File: src/verilog/serial_front_consts.vh
// Constants for the serial baud generator and receive front end.
// Function
// - Baud input is one of four prescaler taps.
// - Divide-by-16 prescaler source disables the fastest tap.
// - Integer mode divides tap by N, 1 to 16.
// - Fractional mode divides by N plus (16-K)/16.
// - Driven shift clock is baud output halved.
// - External clock gives rate /16 UART, x1 shift.
// - Timer trigger clocks UART only, at 16x rate.
// - Timer match never clocks synchronous shift mode.
// - UART clock source field picks oversample clock.
// - Source codes: timer, baud, system, external pin.
// - External shift clock edge chosen by edge select.
// - Shift mode samples line on selected clock edge.
// - Sixteen ticks per bit, vote counts 7-9.
// - Start bit needs two of three low samples.
// - Full character moves to buffer, raises interrupt, unless it overruns.
// - Only second stage readable; first keeps receiving.
// - Unread buffer plus new character flags overrun.
// - Received bit eight holds parity or ninth bit.
// - Prescaler input is selected clock divided by 4.
`ifndef SERIAL_FRONT_CONSTS_VH
`define SERIAL_FRONT_CONSTS_VH
`define OFS_BAUD_GEN_CONTROL 3'h0
`define OFS_FRACTIONAL_CONTROL 3'h1
`define OFS_SERIAL_MODE_CONTROL 3'h2
`define OFS_SERIAL_CONTROL 3'h3
`define OFS_SERIAL_BUFFER 3'h4
`define OFS_PRESCALER_CONTROL 3'h5
`define MODE_SHIFT 2'h0
`define MODE_UART7 2'h1
`define MODE_UART8 2'h2
`define MODE_UART9 2'h3
`define SRC_TIMER 2'h0
`define SRC_BAUD 2'h1
`define SRC_SYSTEM 2'h2
`define SRC_EXTERNAL 2'h3
`define PRESCALE_SRC_DIV16 2'h2
`define RST_BAUD_GEN_CONTROL 7'h04
`define RST_FRACTION_K 4'h0
`define RST_SERIAL_MODE_CONTROL 5'h00
`define RST_SERIAL_CONTROL 3'h0
`define SAMPLE_FIRST 4'h7
`define SAMPLE_LAST 4'h9
`define TICKS_LAST 4'hf
`endif

File: src/verilog/serial_baud_rx_front.v
// Baud generator, clock selection and receive front end of one serial channel.
//
// Design decisions made here: the placing of the registers and the Avalon-MM slave port.
`timescale 1ns/1ps
`include "serial_front_consts.vh"
module serial_baud_rx_front (
  input wire clock_i,
  input wire rst_n_i,
  input wire [4:0] avs_address_i,
  input wire avs_read_i,
  input wire avs_write_i,
  input wire [31:0] avs_writedata_i,
  output reg [31:0] avs_readdata_o,
  output reg avs_waitrequest_o,
  input wire receive_line_i,
  input wire serial_clock_i,
  input wire timer_trigger_out_i,
  output reg serial_clock_o,
  output reg serial_clock_oe_o,
  output reg receive_interrupt_o
);
  localparam [3:0] ST_IDLE = 4'b0001;
  localparam [3:0] ST_START = 4'b0010;
  localparam [3:0] ST_DATA = 4'b0100;
  localparam [3:0] ST_STOP = 4'b1000;

  // Software registers.
  reg [1:0] baud_tap_select_q;
  reg [3:0] integer_divisor_q;
  reg fractional_enable_q;
  reg [3:0] fraction_k_q;
  reg [1:0] uart_clock_source_q;
  reg [1:0] mode_q;
  reg rx_enable_q;
  reg shift_clock_direction_q;
  reg shift_edge_select_q;
  reg parity_enable_q;
  reg [1:0] prescaler_source_select_q;
  reg [7:0] serial_buffer_q;
  reg buffer_full_q;
  reg received_bit_eight_q;
  reg overrun_flag_q;

  // Pin synchronisers: bit 1 is the receive line, bit 0 the serial clock pin.
  reg [1:0] s1_q;
  reg [1:0] s2_q;
  reg [1:0] s3_q;
  reg [1:0] filt_q;
  reg [1:0] filt_prev_q;

  // Prescaler and baud generator.
  reg [3:0] src_div_q;
  reg [1:0] div4_q;
  reg [5:0] pre_q;
  reg [4:0] bcnt_q;
  reg [3:0] phase_q;
  reg baud_tick_q;
  reg sclk_q;

  // Receiver.
  reg [3:0] st_q;
  reg [3:0] cnt_q;
  reg [1:0] vote_q;
  reg [3:0] bits_q;
  reg [8:0] shr_q;

  wire acc = (avs_read_i | avs_write_i) & ~avs_waitrequest_o;
  wire wr = acc & avs_write_i;
  wire rd = acc & avs_read_i;
  wire [2:0] widx = avs_address_i[4:2];
  wire shift_mode = (mode_q == `MODE_SHIFT);
  wire rx_line = filt_q[1];
  wire ext_rise = filt_q[0] & ~filt_prev_q[0];
  wire ext_fall = ~filt_q[0] & filt_prev_q[0];

  // The divide-by-16 source is gated here to one edge in sixteen; any other source runs the whole chain every edge.
  wire src_tick = (prescaler_source_select_q == `PRESCALE_SRC_DIV16) ?
                  (src_div_q == 4'hf) : 1'b1;
  wire t0_tick = src_tick & (div4_q == 2'h3);

  reg tap_tick;
  always @* begin
    case (baud_tap_select_q)
      2'h0: tap_tick = t0_tick & (prescaler_source_select_q != `PRESCALE_SRC_DIV16);
      2'h1: tap_tick = t0_tick & (pre_q[1:0] == 2'h3);
      2'h2: tap_tick = t0_tick & (pre_q[3:0] == 4'hf);
      default: tap_tick = t0_tick & (pre_q == 6'h3f);
    endcase
  end

  // A divisor field of zero stands for sixteen.
  wire [4:0] n_val = {integer_divisor_q == 4'h0, integer_divisor_q};
  wire frac_on = fractional_enable_q & ~shift_mode & (n_val >= 5'd2) &
                 (n_val <= 5'd15) & (fraction_k_q != 4'h0);
  wire [4:0] long_periods = 5'd16 - {1'b0, fraction_k_q};
  wire stretch = frac_on & ({1'b0, phase_q} < long_periods);
  wire [4:0] target = n_val + {4'h0, stretch};

  reg os_tick;
  always @* begin
    case (uart_clock_source_q)
      `SRC_TIMER: os_tick = timer_trigger_out_i & ~shift_mode;
      `SRC_BAUD: os_tick = baud_tick_q;
      `SRC_SYSTEM: os_tick = 1'b1;
      default: os_tick = ext_rise;
    endcase
  end

  // Shift mode edges, from the driven clock or from the pin.
  wire int_rise = baud_tick_q & ~sclk_q;
  wire int_fall = baud_tick_q & sclk_q;
  wire shift_rise = shift_clock_direction_q ? ext_rise : int_rise;
  wire shift_fall = shift_clock_direction_q ? ext_fall : int_fall;
  wire shift_edge = shift_edge_select_q ? shift_fall : shift_rise;

  // Frame length in bits between the start and stop bits.
  reg [3:0] frame_len;
  always @* begin
    case (mode_q)
      `MODE_UART7: frame_len = parity_enable_q ? 4'd8 : 4'd7;
      `MODE_UART8: frame_len = parity_enable_q ? 4'd9 : 4'd8;
      `MODE_UART9: frame_len = 4'd9;
      default: frame_len = 4'd8;
    endcase
  end

  wire [1:0] ones = vote_q + {1'b0, rx_line};
  wire maj = ones[1];
  wire uart_bit = ~shift_mode & os_tick & (cnt_q == `SAMPLE_LAST) & st_q[2];
  wire shift_bit = shift_mode & shift_edge;
  wire take_bit = uart_bit | shift_bit;
  wire new_bit = shift_mode ? rx_line : maj;
  wire [8:0] shr_next = {new_bit, shr_q[8:1]};
  wire [3:0] bits_next = bits_q + 4'h1;
  wire done = rx_enable_q & take_bit & (bits_next == frame_len);
  wire [8:0] aligned = shr_next >> (4'd9 - frame_len);

  reg [31:0] rdata;
  always @* begin
    case (widx)
      `OFS_BAUD_GEN_CONTROL:
        rdata = {25'h0, fractional_enable_q, integer_divisor_q, baud_tap_select_q};
      `OFS_FRACTIONAL_CONTROL: rdata = {28'h0, fraction_k_q};
      `OFS_SERIAL_MODE_CONTROL:
        rdata = {27'h0, rx_enable_q, mode_q, uart_clock_source_q};
      `OFS_SERIAL_CONTROL:
        rdata = {26'h0, buffer_full_q, received_bit_eight_q, overrun_flag_q,
                 parity_enable_q, shift_edge_select_q, shift_clock_direction_q};
      `OFS_SERIAL_BUFFER: rdata = {24'h0, serial_buffer_q};
      `OFS_PRESCALER_CONTROL: rdata = {30'h0, prescaler_source_select_q};
      default: rdata = 32'h0;
    endcase
  end

  // Bus slave: one wait cycle, then the access completes.
  always @(posedge clock_i) begin
    if (!rst_n_i) begin
      avs_waitrequest_o <= 1'b1;
      avs_readdata_o <= 32'h0;
    end else begin
      avs_waitrequest_o <= ~((avs_read_i | avs_write_i) & avs_waitrequest_o);
      if (avs_read_i & avs_waitrequest_o) begin
        avs_readdata_o <= rdata;
      end
    end
  end

  always @(posedge clock_i) begin
    if (!rst_n_i) begin
      {fractional_enable_q, integer_divisor_q, baud_tap_select_q} <= `RST_BAUD_GEN_CONTROL;
      fraction_k_q <= `RST_FRACTION_K;
      {rx_enable_q, mode_q, uart_clock_source_q} <= `RST_SERIAL_MODE_CONTROL;
      {parity_enable_q, shift_edge_select_q, shift_clock_direction_q} <= `RST_SERIAL_CONTROL;
      prescaler_source_select_q <= 2'h0;
    end else if (wr) begin
      case (widx)
        `OFS_BAUD_GEN_CONTROL: begin
          baud_tap_select_q <= avs_writedata_i[1:0];
          integer_divisor_q <= avs_writedata_i[5:2];
          fractional_enable_q <= avs_writedata_i[6];
        end
        `OFS_FRACTIONAL_CONTROL: fraction_k_q <= avs_writedata_i[3:0];
        `OFS_SERIAL_MODE_CONTROL: begin
          uart_clock_source_q <= avs_writedata_i[1:0];
          mode_q <= avs_writedata_i[3:2];
          rx_enable_q <= avs_writedata_i[4];
        end
        `OFS_SERIAL_CONTROL: begin
          shift_clock_direction_q <= avs_writedata_i[0];
          shift_edge_select_q <= avs_writedata_i[1];
          parity_enable_q <= avs_writedata_i[2];
        end
        `OFS_PRESCALER_CONTROL: prescaler_source_select_q <= avs_writedata_i[1:0];
        default: begin
        end
      endcase
    end
  end

  // A change on a pin counts only once the second and third stages agree.
  always @(posedge clock_i) begin
    if (!rst_n_i) begin
      s1_q <= 2'h3;
      s2_q <= 2'h3;
      s3_q <= 2'h3;
      filt_q <= 2'h3;
      filt_prev_q <= 2'h3;
    end else begin
      s1_q <= {receive_line_i, serial_clock_i};
      s2_q <= s1_q;
      s3_q <= s2_q;
      filt_q <= (s2_q ~^ s3_q) & s3_q | ~(s2_q ~^ s3_q) & filt_q;
      filt_prev_q <= filt_q;
    end
  end

  always @(posedge clock_i) begin
    if (!rst_n_i) begin
      src_div_q <= 4'h0;
      div4_q <= 2'h0;
      pre_q <= 6'h0;
      bcnt_q <= 5'h0;
      phase_q <= 4'h0;
      baud_tick_q <= 1'b0;
    end else begin
      src_div_q <= src_div_q + 4'h1;
      if (src_tick) begin
        div4_q <= div4_q + 2'h1;
      end
      if (t0_tick) begin
        pre_q <= pre_q + 6'h1;
      end
      baud_tick_q <= 1'b0;
      if (tap_tick) begin
        if (bcnt_q + 5'h1 >= target) begin
          bcnt_q <= 5'h0;
          baud_tick_q <= 1'b1;
          phase_q <= phase_q + 4'h1;
        end else begin
          bcnt_q <= bcnt_q + 5'h1;
        end
      end
    end
  end

  // The driven shift clock idles high and toggles on each baud tick.
  always @(posedge clock_i) begin
    if (!rst_n_i) begin
      sclk_q <= 1'b1;
      serial_clock_o <= 1'b1;
      serial_clock_oe_o <= 1'b0;
    end else begin
      if (shift_mode & ~shift_clock_direction_q & rx_enable_q) begin
        if (baud_tick_q) begin
          sclk_q <= ~sclk_q;
        end
      end else begin
        sclk_q <= 1'b1;
      end
      serial_clock_o <= sclk_q;
      serial_clock_oe_o <= shift_mode & ~shift_clock_direction_q;
    end
  end

  always @(posedge clock_i) begin
    if (!rst_n_i || !rx_enable_q) begin
      st_q <= ST_IDLE;
      cnt_q <= 4'h0;
      vote_q <= 2'h0;
      bits_q <= 4'h0;
      shr_q <= 9'h0;
    end else if (shift_mode) begin
      if (shift_bit) begin
        shr_q <= shr_next;
        bits_q <= done ? 4'h0 : bits_next;
      end
    end else if (os_tick) begin
      case (st_q)
        ST_IDLE: begin
          cnt_q <= 4'h0;
          vote_q <= 2'h0;
          bits_q <= 4'h0;
          if (!rx_line) begin
            st_q <= ST_START;
          end
        end
        ST_START, ST_DATA, ST_STOP: begin
          cnt_q <= cnt_q + 4'h1;
          if (cnt_q >= `SAMPLE_FIRST && cnt_q < `SAMPLE_LAST) begin
            vote_q <= ones;
          end
          if (cnt_q == `TICKS_LAST) begin
            vote_q <= 2'h0;
            if (st_q == ST_START) begin
              st_q <= ST_DATA;
            end
          end
          if (cnt_q == `SAMPLE_LAST) begin
            if (st_q == ST_START && maj) begin
              st_q <= ST_IDLE;
            end else if (st_q == ST_DATA) begin
              shr_q <= shr_next;
              bits_q <= bits_next;
              if (done) begin
                st_q <= ST_STOP;
              end
            end else if (st_q == ST_STOP) begin
              st_q <= ST_IDLE;
            end
          end
        end
        default: st_q <= ST_IDLE;
      endcase
    end
  end

  // Second stage and flags; a new event wins over a clear in the same cycle.
  wire buf_read = rd & (widx == `OFS_SERIAL_BUFFER);
  wire ovr_clear = wr & (widx == `OFS_SERIAL_CONTROL) & avs_writedata_i[3];
  wire overrun = done & buffer_full_q & ~buf_read;
  always @(posedge clock_i) begin
    if (!rst_n_i) begin
      serial_buffer_q <= 8'h0;
      received_bit_eight_q <= 1'b0;
      buffer_full_q <= 1'b0;
      overrun_flag_q <= 1'b0;
      receive_interrupt_o <= 1'b0;
    end else begin
      receive_interrupt_o <= done & ~overrun;
      if (overrun) begin
        overrun_flag_q <= 1'b1;
      end else if (ovr_clear) begin
        overrun_flag_q <= 1'b0;
      end
      if (done & ~overrun) begin
        serial_buffer_q <= aligned[7:0];
        received_bit_eight_q <= aligned[8];
        buffer_full_q <= 1'b1;
      end else if (buf_read) begin
        buffer_full_q <= 1'b0;
      end
    end
  end
endmodule // serial_baud_rx_front

File: config.mk
export PLATFORM = sky130hd
export DESIGN_NAME = serial_baud_rx_front
export DESIGN_NICKNAME = d
export VERILOG_FILES = /design/src/verilog/serial_baud_rx_front.v
export VERILOG_INCLUDE_DIRS = /design/src /design/src/verilog
export SDC_FILE = /design/constraint.sdc
export NUM_CORES = 1
export LEC_CHECK = 0
export ABC_AREA = 1
export BUFFER_PORTS_ARGS = -buffer_cell sky130_fd_sc_hd__buf_2
export CORE_MARGIN = 1
export CORE_UTILIZATION = 57
export CTS_CLUSTER_DIAMETER = 40
export CTS_CLUSTER_SIZE = 24
export DETAILED_ROUTE_END_ITERATION = 7
export PLACE_DENSITY = 0.85
export SLEW_MARGIN = 20
export SYNTH_ARGS = -nofsm -noshare
export SYNTH_HDL_FRONTEND = slang
export SYNTH_SLANG_ARGS = --single-unit
File: constraint.sdc
create_clock -name clock_i -period 3.96 [get_ports clock_i]
set_clock_uncertainty 0.1 [all_clocks]
set_input_delay 0.792 -clock clock_i [delete_from_list [all_inputs] [get_ports clock_i]]
set_output_delay 0.792 -clock clock_i [all_outputs]
set_load 0.02 [all_outputs]
# Word level (Yosys, flattened, before mapping)
# Index checks and enable logic that the tools add are counted.
[totals]
reg_bits = 123
in_bits = 44
output_inout_bits = 36
elab_cells = 216
[op_classes]
addsub = 11
magnitude_cmp = 6
n_eq_ne = 33
shift = 1
muxes = 45
bitwise = 50
n_reduce_logical = 33
[ops]
columns = ["operator", "count"]
rows = [
  ["4-bit two-way mux", 16],
  ["9-bit two-way mux", 7],
  ["8-bit one-hot mux with 6 select lines", 1],
  ["1-bit AND", 34],
  ["4-bit one-hot mux with 2 select lines", 3],
  ["4-bit equality test (second input constant)", 5],
  ["4-bit by 1-bit adder with 4-bit output (second input constant)", 4],
  ["2-bit AND reduction", 8],
  ["2-bit equality test (second input constant)", 7],
  ["2-bit nonzero test", 7],
  ["3-bit != test (second input constant)", 4],
  ["4-bit one-hot mux with 3 select lines", 1],
  ["6-bit AND reduction", 2],
  ["1-bit two-way mux", 11],
  ["1-bit inverter", 9],
  ["9-bit by 4-bit >> shifter with 9-bit output", 1],
  ["6-bit by 1-bit adder with 6-bit output (second input constant)", 1],
  ["2-bit by 1-bit equality test with 1-bit output (second input constant)", 3],
  ["3-bit by 2-bit equality test with 1-bit output (second input constant)", 2],
  ["3-bit equality test (second input constant)", 2],
  ["6-bit equality test (second input constant)", 1],
  ["2-bit logical NOT", 3],
  ["2-bit != test (second input constant)", 3],
  ["1-bit one-hot mux with 3 select lines", 2],
  ["other kinds (36)", 42],
]

# Depth between registers and ports, before layout
# Gate-level depths: netlist of run 1.
[logic_depth]
ltp_word = 15
depth_mapped = 22
mapped_depth_nobuf = 22

# Worst setup path before layout of run 1
# No wires, ideal clock.
[synth_path]
path_kind = "reg2reg"
from = "register fraction_k_q[0]"
to = "register phase_q[0]"
arrival_ns = 2.855
slack_ns = 0.891
path_stages_with_launch = 21
path_buffers = 0
period_less_slack_ns = 3.069
cell_sequence = "dfxtp_1 inv_1 ha_1 inv_1 ha_1 o21ai_0 nand2_1 a21o_1 a21oi_1 ha_1 ha_1 nand3_1 o21ai_0 inv_1 ha_1 nand2_1 o2111ai_1 nand2_2 nand2_2 nand2_1 o21a_1"
[synth_between]
elab_chain_len = 6
elab_cells_between_ends = 8
classes_between = "2 x add/sub; 2 x order compare; 2 x bitwise; 2 x reduce/logical"
[synth_rtl]
columns = ["element", "line_no", "text"]
rows = [
  ["start, declared", "serial_baud_rx_front.v:31", "reg [3:0] fraction_k_q;"],
  ["start signal, assigned", "serial_baud_rx_front.v:171", "fraction_k_q <= `RST_FRACTION_K;"],
  ["start signal, assigned", "serial_baud_rx_front.v:182", "`OFS_FRACTIONAL_CONTROL: fraction_k_q <= avs_writedata_i[3:0];"],
  ["5-bit by 4-bit subtractor with 5-bit output or 4-bit nonzero test (tied branches)", "serial_baud_rx_front.v:95, serial_baud_rx_front.v:94", ""],
  ["4-bit by 5-bit < comparator with 1-bit output or 1-bit AND (tied branches)", "serial_baud_rx_front.v:96, serial_baud_rx_front.v:94", ""],
  ["1-bit AND (*)", "serial_baud_rx_front.v:96", "wire stretch = frac_on & ({1'b0, phase_q} < long_periods);"],
  ["5-bit by 1-bit adder with 5-bit output (*)", "serial_baud_rx_front.v:97", "wire [4:0] target = n_val + {4'h0, stretch};"],
  ["5-bit >= comparator (*)", "serial_baud_rx_front.v:235", "if (bcnt_q + 5'h1 >= target) begin"],
  ["2-bit AND reduction (no line) (*)", "-", ""],
  ["end signal, assigned", "serial_baud_rx_front.v:238", "phase_q <= phase_q + 4'h1;"],
  ["end, declared", "serial_baud_rx_front.v:56", "reg [3:0] phase_q;"],
]
# Every way passes the cells marked *; elsewhere a longest branch is shown, timed or not.
# A chain may end at the register's enable or synchronous reset.

# Final worst setup path of run 1
# Ends and elaborated chain as after synthesis.

==> metrics, run 1 <==
Fillers=732; FF+latch count, synth=98; H-tree levels=3; Syn-to-layout area delta=7.108%; PostCTS Resize Cnt=0; worst stage delay on the critical path=0.37 ns; Die Y=97.12 microns; Synth async-reset ratio=0%; Initial DRC Count=284; CTS sink count=98; share of post-route cells with drive strength above 1=roughly 13%; critical path endpoint category=flop; top post-synthesis cells by area=dfxtp_1, nand2_1, inv_1; GR Overflow Total=0; Post-synth EDFFs=0; Commonest cells post-synth=nand2_1, dfxtp_1, inv_1; GR Util All Layers=24.24%; Max transition margin=50.03%; Peak VDD IR=around 220 uV; Die Wd=97.12 microns; Synth Instances=699; Min-Delay Path Depth=1; post-synthesis sequential area ratio=a little under two fifths; detailed-route DRC error count=0; Routed Antenna Nets=0; Final Max Tran Viols=0; total number of vias=about 4600; first-pass GRT wire length=19010 microns; min cycle time layout=3.539 ns; worst-path maximum fanout=6; per-cell routed wire length=~14 microns; critical path data required time=4.14 ns; CTS tree=yes; Reg2Reg Depth=20; drt via density=5.471; Rows=34; dominant synthesized flop cell=dfxtp_1; area leader, netlist=dfxtp_1; Post-Route WL=approximately 11000 microns; most used cell along the critical path=ha_1; Least-Margin Pin Slew=~0.75 ns; number of max-cap violations=0; CP Data Arrival Time=3.71 ns; Worst path slowest cell=o2111ai_1; hold_buf cts=0; total inserted antenna cells=0; Final nets=approximately 790; post-CTS setup buffers=0; area of the multi-input gates=2670 sq um; CTS root buf=clkbuf_8; critical path cell sequence=inv_1 -> ha_1 -> inv_1 -> ha_1 -> o21ai_0 -> nand2_1 -> a21o_1 -> a21oi_1 -> ha_1 -> ha_1 -> nand3_1 -> o21ai_0 -> inv_1 -> ha_1 -> nand2_1 -> o2111ai_1 -> nand2_2 -> nand2_2 -> nand2_1 -> o21a_1; Hold WC Path Type=reg -> reg; critical path class=reg -> reg; post-synth top area share=38.04%; Mapped Area=roughly 5200 sq um; port bufs=28; HPWL after DPL=8548 microns; Cell variety after synth=48; Syn. warnings=0; static leakage=0.002325 uW; unrepaired setup endpoints after global routing=false; Initial Util=59.14%; fin crit share=89.36%; count of final setup violators=0; gpl congestion=0.9226; clock tree buffer depth=2; CP Launch Type=flop; IO Pins=80; worst-skew pair later-pin latency=0.37 ns; most frequent cell after synthesis=nand2_1; Final Hold Slack=between 0.3 and 0.4 ns; vias in the first global route=4291; drt pass-1 iters=4; largest net degree at the start of global routing=36; PD cells=around 350 nW/um^2; Mean Syn Cell Area=7.378 sq um; register area=about 2000 sq um; CTS clk-pin slew, worst paths=~0.1 ns; Hold Violations, Final=0; status=finished, final reports clean; die area=9432 sq um; CTS Buf Count=9; area of the core=8721 sq um; Fmax achieved=0.2826 GHz; initial antenna violation count=0; Setup TNS Final=0 ns
-- registers in the layout, indices dropped and copies added (netlist names), 4 cells and up, named ones only --
| register | count |
|---|---|
| avs_readdata_o | 8 |
| bcnt_q | 5 |
| bits_q | 4 |
| cnt_q | 4 |
| fraction_k_q | 4 |
| integer_divisor_q | 4 |
| phase_q | 4 |
| pre_q | 6 |
| serial_buffer_q | 8 |
| shr_q | 8 |
| src_div_q | 4 |
| st_q | 4 |
-- critical path: cells and delay by family, from the launching register on --
family / cells / cell delay (ns)
AND/OR/NAND/NOR: 6 / 0.64
AO/OA/AOI/OAI: 6 / 0.90
flip-flops: 1 / 0.34
buffers and inverters: 3 / 0.19
adder cells (fa/ha/maj): 5 / 1.27
-- per-stage QoR --
stage | total power (uW) | utilization, % | worst slack [ns] | instance area (sq um) | cells
finish | 1934 | 63.34 | 0.4214 | 5524 | 840
floorplan | 1178 | - | 0.8906 | 5244 | 722
CTS | 1934 | 63.34 | 0.4464 | 5524 | 840
global route | 2000 | 63.34 | 0.1429 | 5524 | 840
global placement | 1194 | 60.69 | 0.6372 | 5293 | 824
detailed placement | 1203 | 60.69 | 0.4964 | 5293 | 824
-- cell usage in the layout (no fill, tap or decap), drive strengths merged, types with 21 or more instances in the layout --
cell type | synthesis | routed
nand3 | 53 | 53
o21ai | 66 | 66
nor2 | 64 | 64
nand2 | 130 | 130
dfxtp | 98 | 98
conb | 1 | 24
buf | 28 | 29
inv | 98 | 101
a21oi | 61 | 61
ha | 21 | 21
-- cell families (layout without fill, tap and decap cells) --
logic type,count (synthesis),after routing,synth area share [%]
buf+inv,135,145,11.86
other cells,1,24,0.07271
fa+ha+maj,21,21,5.095
mux,6,6,1.165
compound gates,148,148,15.79
xor+xnor,14,14,2.378
simple gates,276,276,25.59
flops,98,98,38.04
-- per-layer routing --
layer	up-vias	share of wire (%)	GRT usage [%]
met5	-	0	0
met4	0	1.8	8.611
met3	22	5.4	4.245
met2	148	48	41.60
met1	2122	45	30.52
li1	2304	-	-
-- where the power goes --
| part | internal, uW | switching (uW) |
|---|---|---|
| clock | 368 | 383 |
| sequential | 1010 | 19.2 |
| combinational | 48.4 | 107 |
-- cell type report --
class,count,share of cell area (%)
repair buffers,29,2.673
flip-flops and latches,98,35.52
inverters,100,6.840
clock inverters,7,1.948
multi-input cells,489,48.34
clock buffers,9,2.242
well taps,108,2.446
-- final timing paths --
path                                      from                      end  slack [ns]
hold reg to reg             s1_q[1]$_SDFF_PN1_       s2_q[1]$_SDFF_PN1_        0.33
setup reg to reg  fraction_k_q[0]$_SDFFE_PN0P_  phase_q[0]$_SDFFE_PN0P_        0.42
hold / removal              s1_q[1]$_SDFF_PN1_       s2_q[1]$_SDFF_PN1_        0.33
setup / recovery  fraction_k_q[0]$_SDFFE_PN0P_  phase_q[0]$_SDFFE_PN0P_        0.42
Note: power is estimated with default switching activity, not from simulation.
==> run 2, diff against run 1 <==
--- a/config.mk
+++ b/config.mk
@@ -13,6 +13,7 @@
 export CTS_CLUSTER_DIAMETER = 40
 export CTS_CLUSTER_SIZE = 24
 export DETAILED_ROUTE_END_ITERATION = 7
+export MAX_ROUTING_LAYER = met4
 export PLACE_DENSITY = 0.85
 export SLEW_MARGIN = 20
 export SYNTH_ARGS = -nofsm -noshare
==> run 2 against run 1 <==
Compared with the run above: clock-buffer cell count grew 3; flip-flop and latch count is the same; cell count is the same; fmax grew 1.6%; sequential power is essentially flat; critical endpoint unchanged; highest routed layer unchanged.
==> metrics, run 2 (synthesis gave the netlist of run 1 again) <==
commonest non-fill, non-tap cell in the layout=nand2_1; Final nets=792; H-tree levels=3; Initial DRC Count=282; detailed-route DRC error count=0; reg2reg setup slack=between 0.4 and 0.5 ns; CTS root buf=clkbuf_8; Die Wd=97.12 microns; PostCTS Resize Cnt=0; CP Data Arrival Time=3.67 ns; Comb power frac=under 10%; critical path endpoint category=flop; fin crit share=87.99%; hold_buf cts=0; min cycle time layout=~3.5 ns; CTS clk-pin slew, worst paths=0.10 ns; Final Max Tran Viols=0; PD cells=340.6 nW/um^2; sequential power share=54.8%; GR Overflow Total=0; initial antenna violation count=0; die area=9432 sq um; Fmax achieved=0.2870 GHz; Peak VDD IR=226.2 uV; most frequent cells in the layout=nand2_1, dfxtp_1, inv_1; Hold WC Path Type=reg -> reg; Setup TNS Final=0 ns; HPWL after DPL=between 8000 and 9000 microns; static leakage=0.002319 uW; Initial Util=roughly three fifths; vias in the first global route=4327; clock power share=37.0%; Die Y=~100 microns; worst-path maximum fanout=6; CP endpoint=phase_q[0]$_SDFFE_PN0P_; Reg2Reg Depth=20; per-cell routed wire length=13.17 microns; largest net degree at the start of global routing=36; total number of vias=4558; Finished Layout Cells=840; switching power=~480 uW; Hold Violations, Final=0; critical path class=reg -> reg; Reg2Reg Capture Point=phase_q[0]$_SDFFE_PN0P_; Max transition margin=between 50% and 60%; Int Pwr=roughly 1400 uW; RR Startpoint=fraction_k_q[0]$_SDFFE_PN0P_; Post-Route WL=11060 microns; gpl congestion=0.9657; number of max-cap violations=0; drt pass-1 iters=5; CTS Buf Count=9; first-pass GRT wire length=18900 microns; IO Pins=80; critical path data required time=just over 4 ns; area of the core=around 8700 sq um; Critical Path Start=fraction_k_q[0]$_SDFFE_PN0P_; placed cells=824; register area=1962 sq um; port bufs=28; CTS tree=yes; area of the multi-input gates=around 2700 sq um; clock tree buffer depth=2; post-CTS setup buffers=0; worst-skew pair later-pin latency=0.38 ns; CP Launch Type=flop; Fillers=775; Final Hold Slack=about 0.34 ns; share of post-route cells with drive strength above 1=between 10% and 20%; Sw Ratio=between 20% and 30%; drt via density=approximately 5.4; Least-Margin Pin Slew=0.7316 ns; unrepaired setup endpoints after global routing=false; total inserted antenna cells=0; GR Util All Layers=24.90%; biggest regs=avs_readdata_o (8), serial_buffer_q (8), shr_q (8); status=finished, final reports clean; count of final setup violators=0; Syn-to-layout area delta=6.720%; Rows=34; Routed Antenna Nets=0; CTS sink count=98
==> run 2: cell types whose count changed in the layout (fill, tap and decap cells not counted) <==
cell	before	now
clkinvlp_4	1	0
bufinv_16	2	1
clkbuf_8	9	11
clkinv_4	1	0
inv_8	2	0
inv_6	1	3
clkbuf_1	0	1
==> run 2: worst min-delay path by stage <==
stage / start / to / slack (ns) / cells after the start
2_1_floorplan: s1_q[0]$_SDFF_PN1_ / s2_q[0]$_SDFF_PN1_ / 0.29 / 1
3_3_place_gp: s1_q[0]$_SDFF_PN1_ / s2_q[0]$_SDFF_PN1_ / 0.31 / 1
3_5_place_dp: s1_q[0]$_SDFF_PN1_ / s2_q[0]$_SDFF_PN1_ / 0.32 / 1
4_1_cts: s1_q[0]$_SDFF_PN1_ / s2_q[0]$_SDFF_PN1_ / 0.34 / 1
5_1_grt: s1_q[0]$_SDFF_PN1_ / s2_q[0]$_SDFF_PN1_ / 0.36 / 1
6_report: s1_q[0]$_SDFF_PN1_ / s2_q[0]$_SDFF_PN1_ / 0.34 / 1
==> run 2: routing by layer <==
metal | vias to the layer above | global-route usage (%) | part of all wire (%)
met4 | 0 | 9.529 | 1.9
met2 | 120 | 41.06 | 47
met3 | 23 | 5.036 | 5.2
met1 | 2116 | 29.99 | 45
met5 | - | - | 0
li1 | 2299 | - | -
==> run 2: stage by stage <==
stage	total power [uW]	setup WS, ns	instance area, sq um	util (%)
after floorplan	1178	0.8906	5244	-
after global placement	1194	0.6389	5293	60.69
after detailed placement	1202	0.5180	5293	60.69
after CTS	1882	0.4850	5504	63.11
after global routing	1942	0.2137	5504	63.11
final	1874	0.4754	5504	63.11
==> run 2: area by class of cell <==
type	instances	area share [%]
multi-input combinational	489	48.51
sequential	98	35.64
inverter	100	6.865
clock buffer	12	2.819
timing repair buffer	29	2.682
tap	108	2.455
clock inverter	4	1.023
==> run 2: worst max-delay path: stages, from the launching register on <==
cell and delay [ns]:
dfxtp_1 0.35, inv_1 0.08, ha_1 0.28, inv_1 0.04, ha_1 0.25, o21ai_0 0.08
nand2_1 0.08, a21o_1 0.16, a21oi_1 0.14, ha_1 0.19, ha_1 0.18, nand3_1 0.08
o21ai_0 0.08, inv_1 0.06, ha_1 0.32, nand2_1 0.08, o2111ai_1 0.35, nand2_2 0.16
nand2_2 0.15, nand2_1 0.07, o21a_1 0.10
==> run 2: power groups by stage <==
| stage | sequential (uW) | combinational (uW) | clock, uW |
|---|---|---|---|
| finish | 1030 | 154 | 693 |
| global route | 1030 | 172 | 739 |
| global placement | 1050 | 146 | 0 |
| CTS | 1030 | 154 | 702 |
| detailed placement | 1050 | 153 | 0 |
| floorplan | 1050 | 129 | 0 |
==> run 3, diff against run 2 <==
--- a/config.mk
+++ b/config.mk
@@ -8,6 +8,7 @@
 export LEC_CHECK = 0
 export ABC_AREA = 1
 export BUFFER_PORTS_ARGS = -buffer_cell sky130_fd_sc_hd__buf_2
+export CORE_ASPECT_RATIO = 1.4
 export CORE_MARGIN = 1
 export CORE_UTILIZATION = 57
 export CTS_CLUSTER_DIAMETER = 40
==> run 3 against run 2 <==
Compared with the run above: cell count is 0.36% lower; clock-buffer cell count is 1 lower; die area hardly changed; power is 23% higher; fmax is 0.51% higher; clock power is 62% higher; flip-flop and latch count stayed put; via count is 1.1% higher; largest power group is now clock.
==> metrics, run 3 (synthesis gave the netlist of run 1 again) <==
Setup TNS Final=0 ns; status=finished, final reports clean; Initial DRC Count=364; Hold Violations, Final=0; drt pass-1 iters=5; CTS root buf=clkbuf_16; sequential power share=44.6%; most frequent cells in the layout=nand2_1, dfxtp_1, inv_1; drt via density=5.508; gpl congestion=0.9599; worst-skew pair later-pin latency=0.35 ns; Final Hold Slack=0.3129 ns; total inserted antenna cells=0; min cycle time layout=3.467 ns; total number of vias=4610; Die Wd=between 80 and 90 microns; family with the most delay on the worst path=adder cells; CP Launch Type=flop; initial antenna violation count=0; Fillers=713; CTS sink count=98; Rows=40; GR Util All Layers=28.76%; critical path endpoint category=flop; Routed Antenna Nets=0; clock tree buffer depth=2; CTS tree=yes; CTS Buf Count=9; Max transition margin=between 50% and 60%; Least-Margin Pin Slew=between 0.7 and 0.8 ns; Comb power frac=under 10%; share of post-route cells with drive strength above 1=12.43%; post-CTS setup buffers=0; Die Y=114.6 microns; Final Max Tran Viols=0; H-tree levels=3; grt peak-use layer=met2; HPWL after DPL=8694 microns; first-pass GRT wire length=~20000 microns; worst-path maximum fanout=6; clock power share=48.7%; fin worst setup slack=0.4931 ns; number of max-cap violations=0; critical path class=reg -> reg; hold_buf cts=0; area of the core=8658 sq um; Hold WC Path Type=reg -> reg; Placement Setup Slack=0.5323 ns; Post-Route WL=11750 microns; switching power=506.1 uW; detailed-route DRC error count=0; Peak VDD IR=just under 400 uV; Final nets=792; critical path data required time=4.10 ns; most used cell along the critical path=ha_1; Int Pwr=roughly 1800 uW; CP Data Arrival Time=3.61 ns; fin crit share=around 90%; grt met3 use=5.179%; PD cells=407.0 nW/um^2; count of final setup violators=0; worst stage delay on the critical path=0.35 ns; PostCTS Resize Cnt=0; M2 GR Usage=around half; register area=1962 sq um; per-cell routed wire length=14.03 microns; critical path cell sequence=inv_1 -> ha_1 -> inv_1 -> ha_1 -> o21ai_0 -> nand2_1 -> a21o_1 -> a21oi_1 -> ha_1 -> ha_1 -> nand3_1 -> o21ai_0 -> inv_1 -> ha_1 -> nand2_1 -> o2111ai_1 -> nand2_2 -> nand2_2 -> nand2_1 -> o21a_1; met1 usage=30.44%; CTS clk-pin slew, worst paths=about 0.07 ns; Initial Util=59.57%; IO Pins=80; Worst path slowest cell=dfxtp_1; vias in the first global route=4481; Sw Ratio=21.92%; unrepaired setup endpoints after global routing=false; area of the multi-input gates=2670 sq um; static leakage=0.002395 uW; biggest regs=avs_readdata_o (8), serial_buffer_q (8), shr_q (8); Syn-to-layout area delta=9.971%; Fmax achieved=0.2884 GHz; commonest non-fill, non-tap cell in the layout=nand2_1; largest net degree at the start of global routing=34; GR Overflow Total=0; die area=roughly 9400 sq um; port bufs=28; WP buf/inv=3
## run 3: cell types whose count changed in the layout (fill, tap and decap cells not counted), sizes merged
cell | before | now
bufinv | 1 | 5
inv | 101 | 98
clkbuf | 12 | 11
## run 3: worst reg2reg max path, cell delays in order (launching register included)
cell,delay (ns)
dfxtp_1,0.35
inv_1,0.09
ha_1,0.28
inv_1,0.04
ha_1,0.25
o21ai_0,0.07
nand2_1,0.07
a21o_1,0.15
a21oi_1,0.15
ha_1,0.20
ha_1,0.18
nand3_1,0.08
o21ai_0,0.08
inv_1,0.07
ha_1,0.31
nand2_1,0.08
o2111ai_1,0.33
nand2_2,0.16
nand2_2,0.15
nand2_1,0.06
o21a_1,0.10
## run 3: final cells by class
cell class / instances / share of cell area [%]
Clock buffer: 11 / 4.103
Clock inverter: 5 / 2.647
Inverter: 100 / 6.662
Multi-Input combinational cell: 489 / 47.08
Sequential cell: 98 / 34.59
Tap cell: 105 / 2.316
Timing Repair Buffer: 29 / 2.603
## run 3: final timing paths
kind,startpoint,endpoint,slack (ns),cells past startpoint
worst min-delay path,s1_q[1]$_SDFF_PN1_,s2_q[1]$_SDFF_PN1_,0.31,1
worst max register to register,fraction_k_q[0]$_SDFFE_PN0P_,phase_q[0]$_SDFFE_PN0P_,0.49,20
worst max-delay path,fraction_k_q[0]$_SDFFE_PN0P_,phase_q[0]$_SDFFE_PN0P_,0.49,20
worst min register to register,s1_q[1]$_SDFF_PN1_,s2_q[1]$_SDFF_PN1_,0.31,1
## run 3: layer usage
metal  part of all wire [%]  wire (microns)  vias up
li1                       -               -     2303
met1                     39            4623     2153
met2                     54            6354      127
met3                    3.6             420       27
met4                    3.0             347        0
met5                      0               0        -
## run 3: per-stage QoR
stage | util, % | power, uW | cell area (sq um) | cells
after CTS | 65.51 | 2311 | 5672 | 837
after detailed placement | 61.08 | 1204 | 5289 | 821
after global routing | 65.51 | 2382 | 5672 | 837
after floorplan | - | 1178 | 5244 | 722
final | 65.51 | 2309 | 5672 | 837
after global placement | 61.08 | 1197 | 5289 | 821
## run 3: power groups by stage
stage | combinational, uW | clock, uW | sequential [uW]
after detailed placement | 153 | 0 | 1050
after global placement | 148 | 0 | 1050
after global routing | 175 | 1180 | 1030
after floorplan | 129 | 0 | 1050
after CTS | 155 | 1130 | 1030
final | 156 | 1120 | 1030
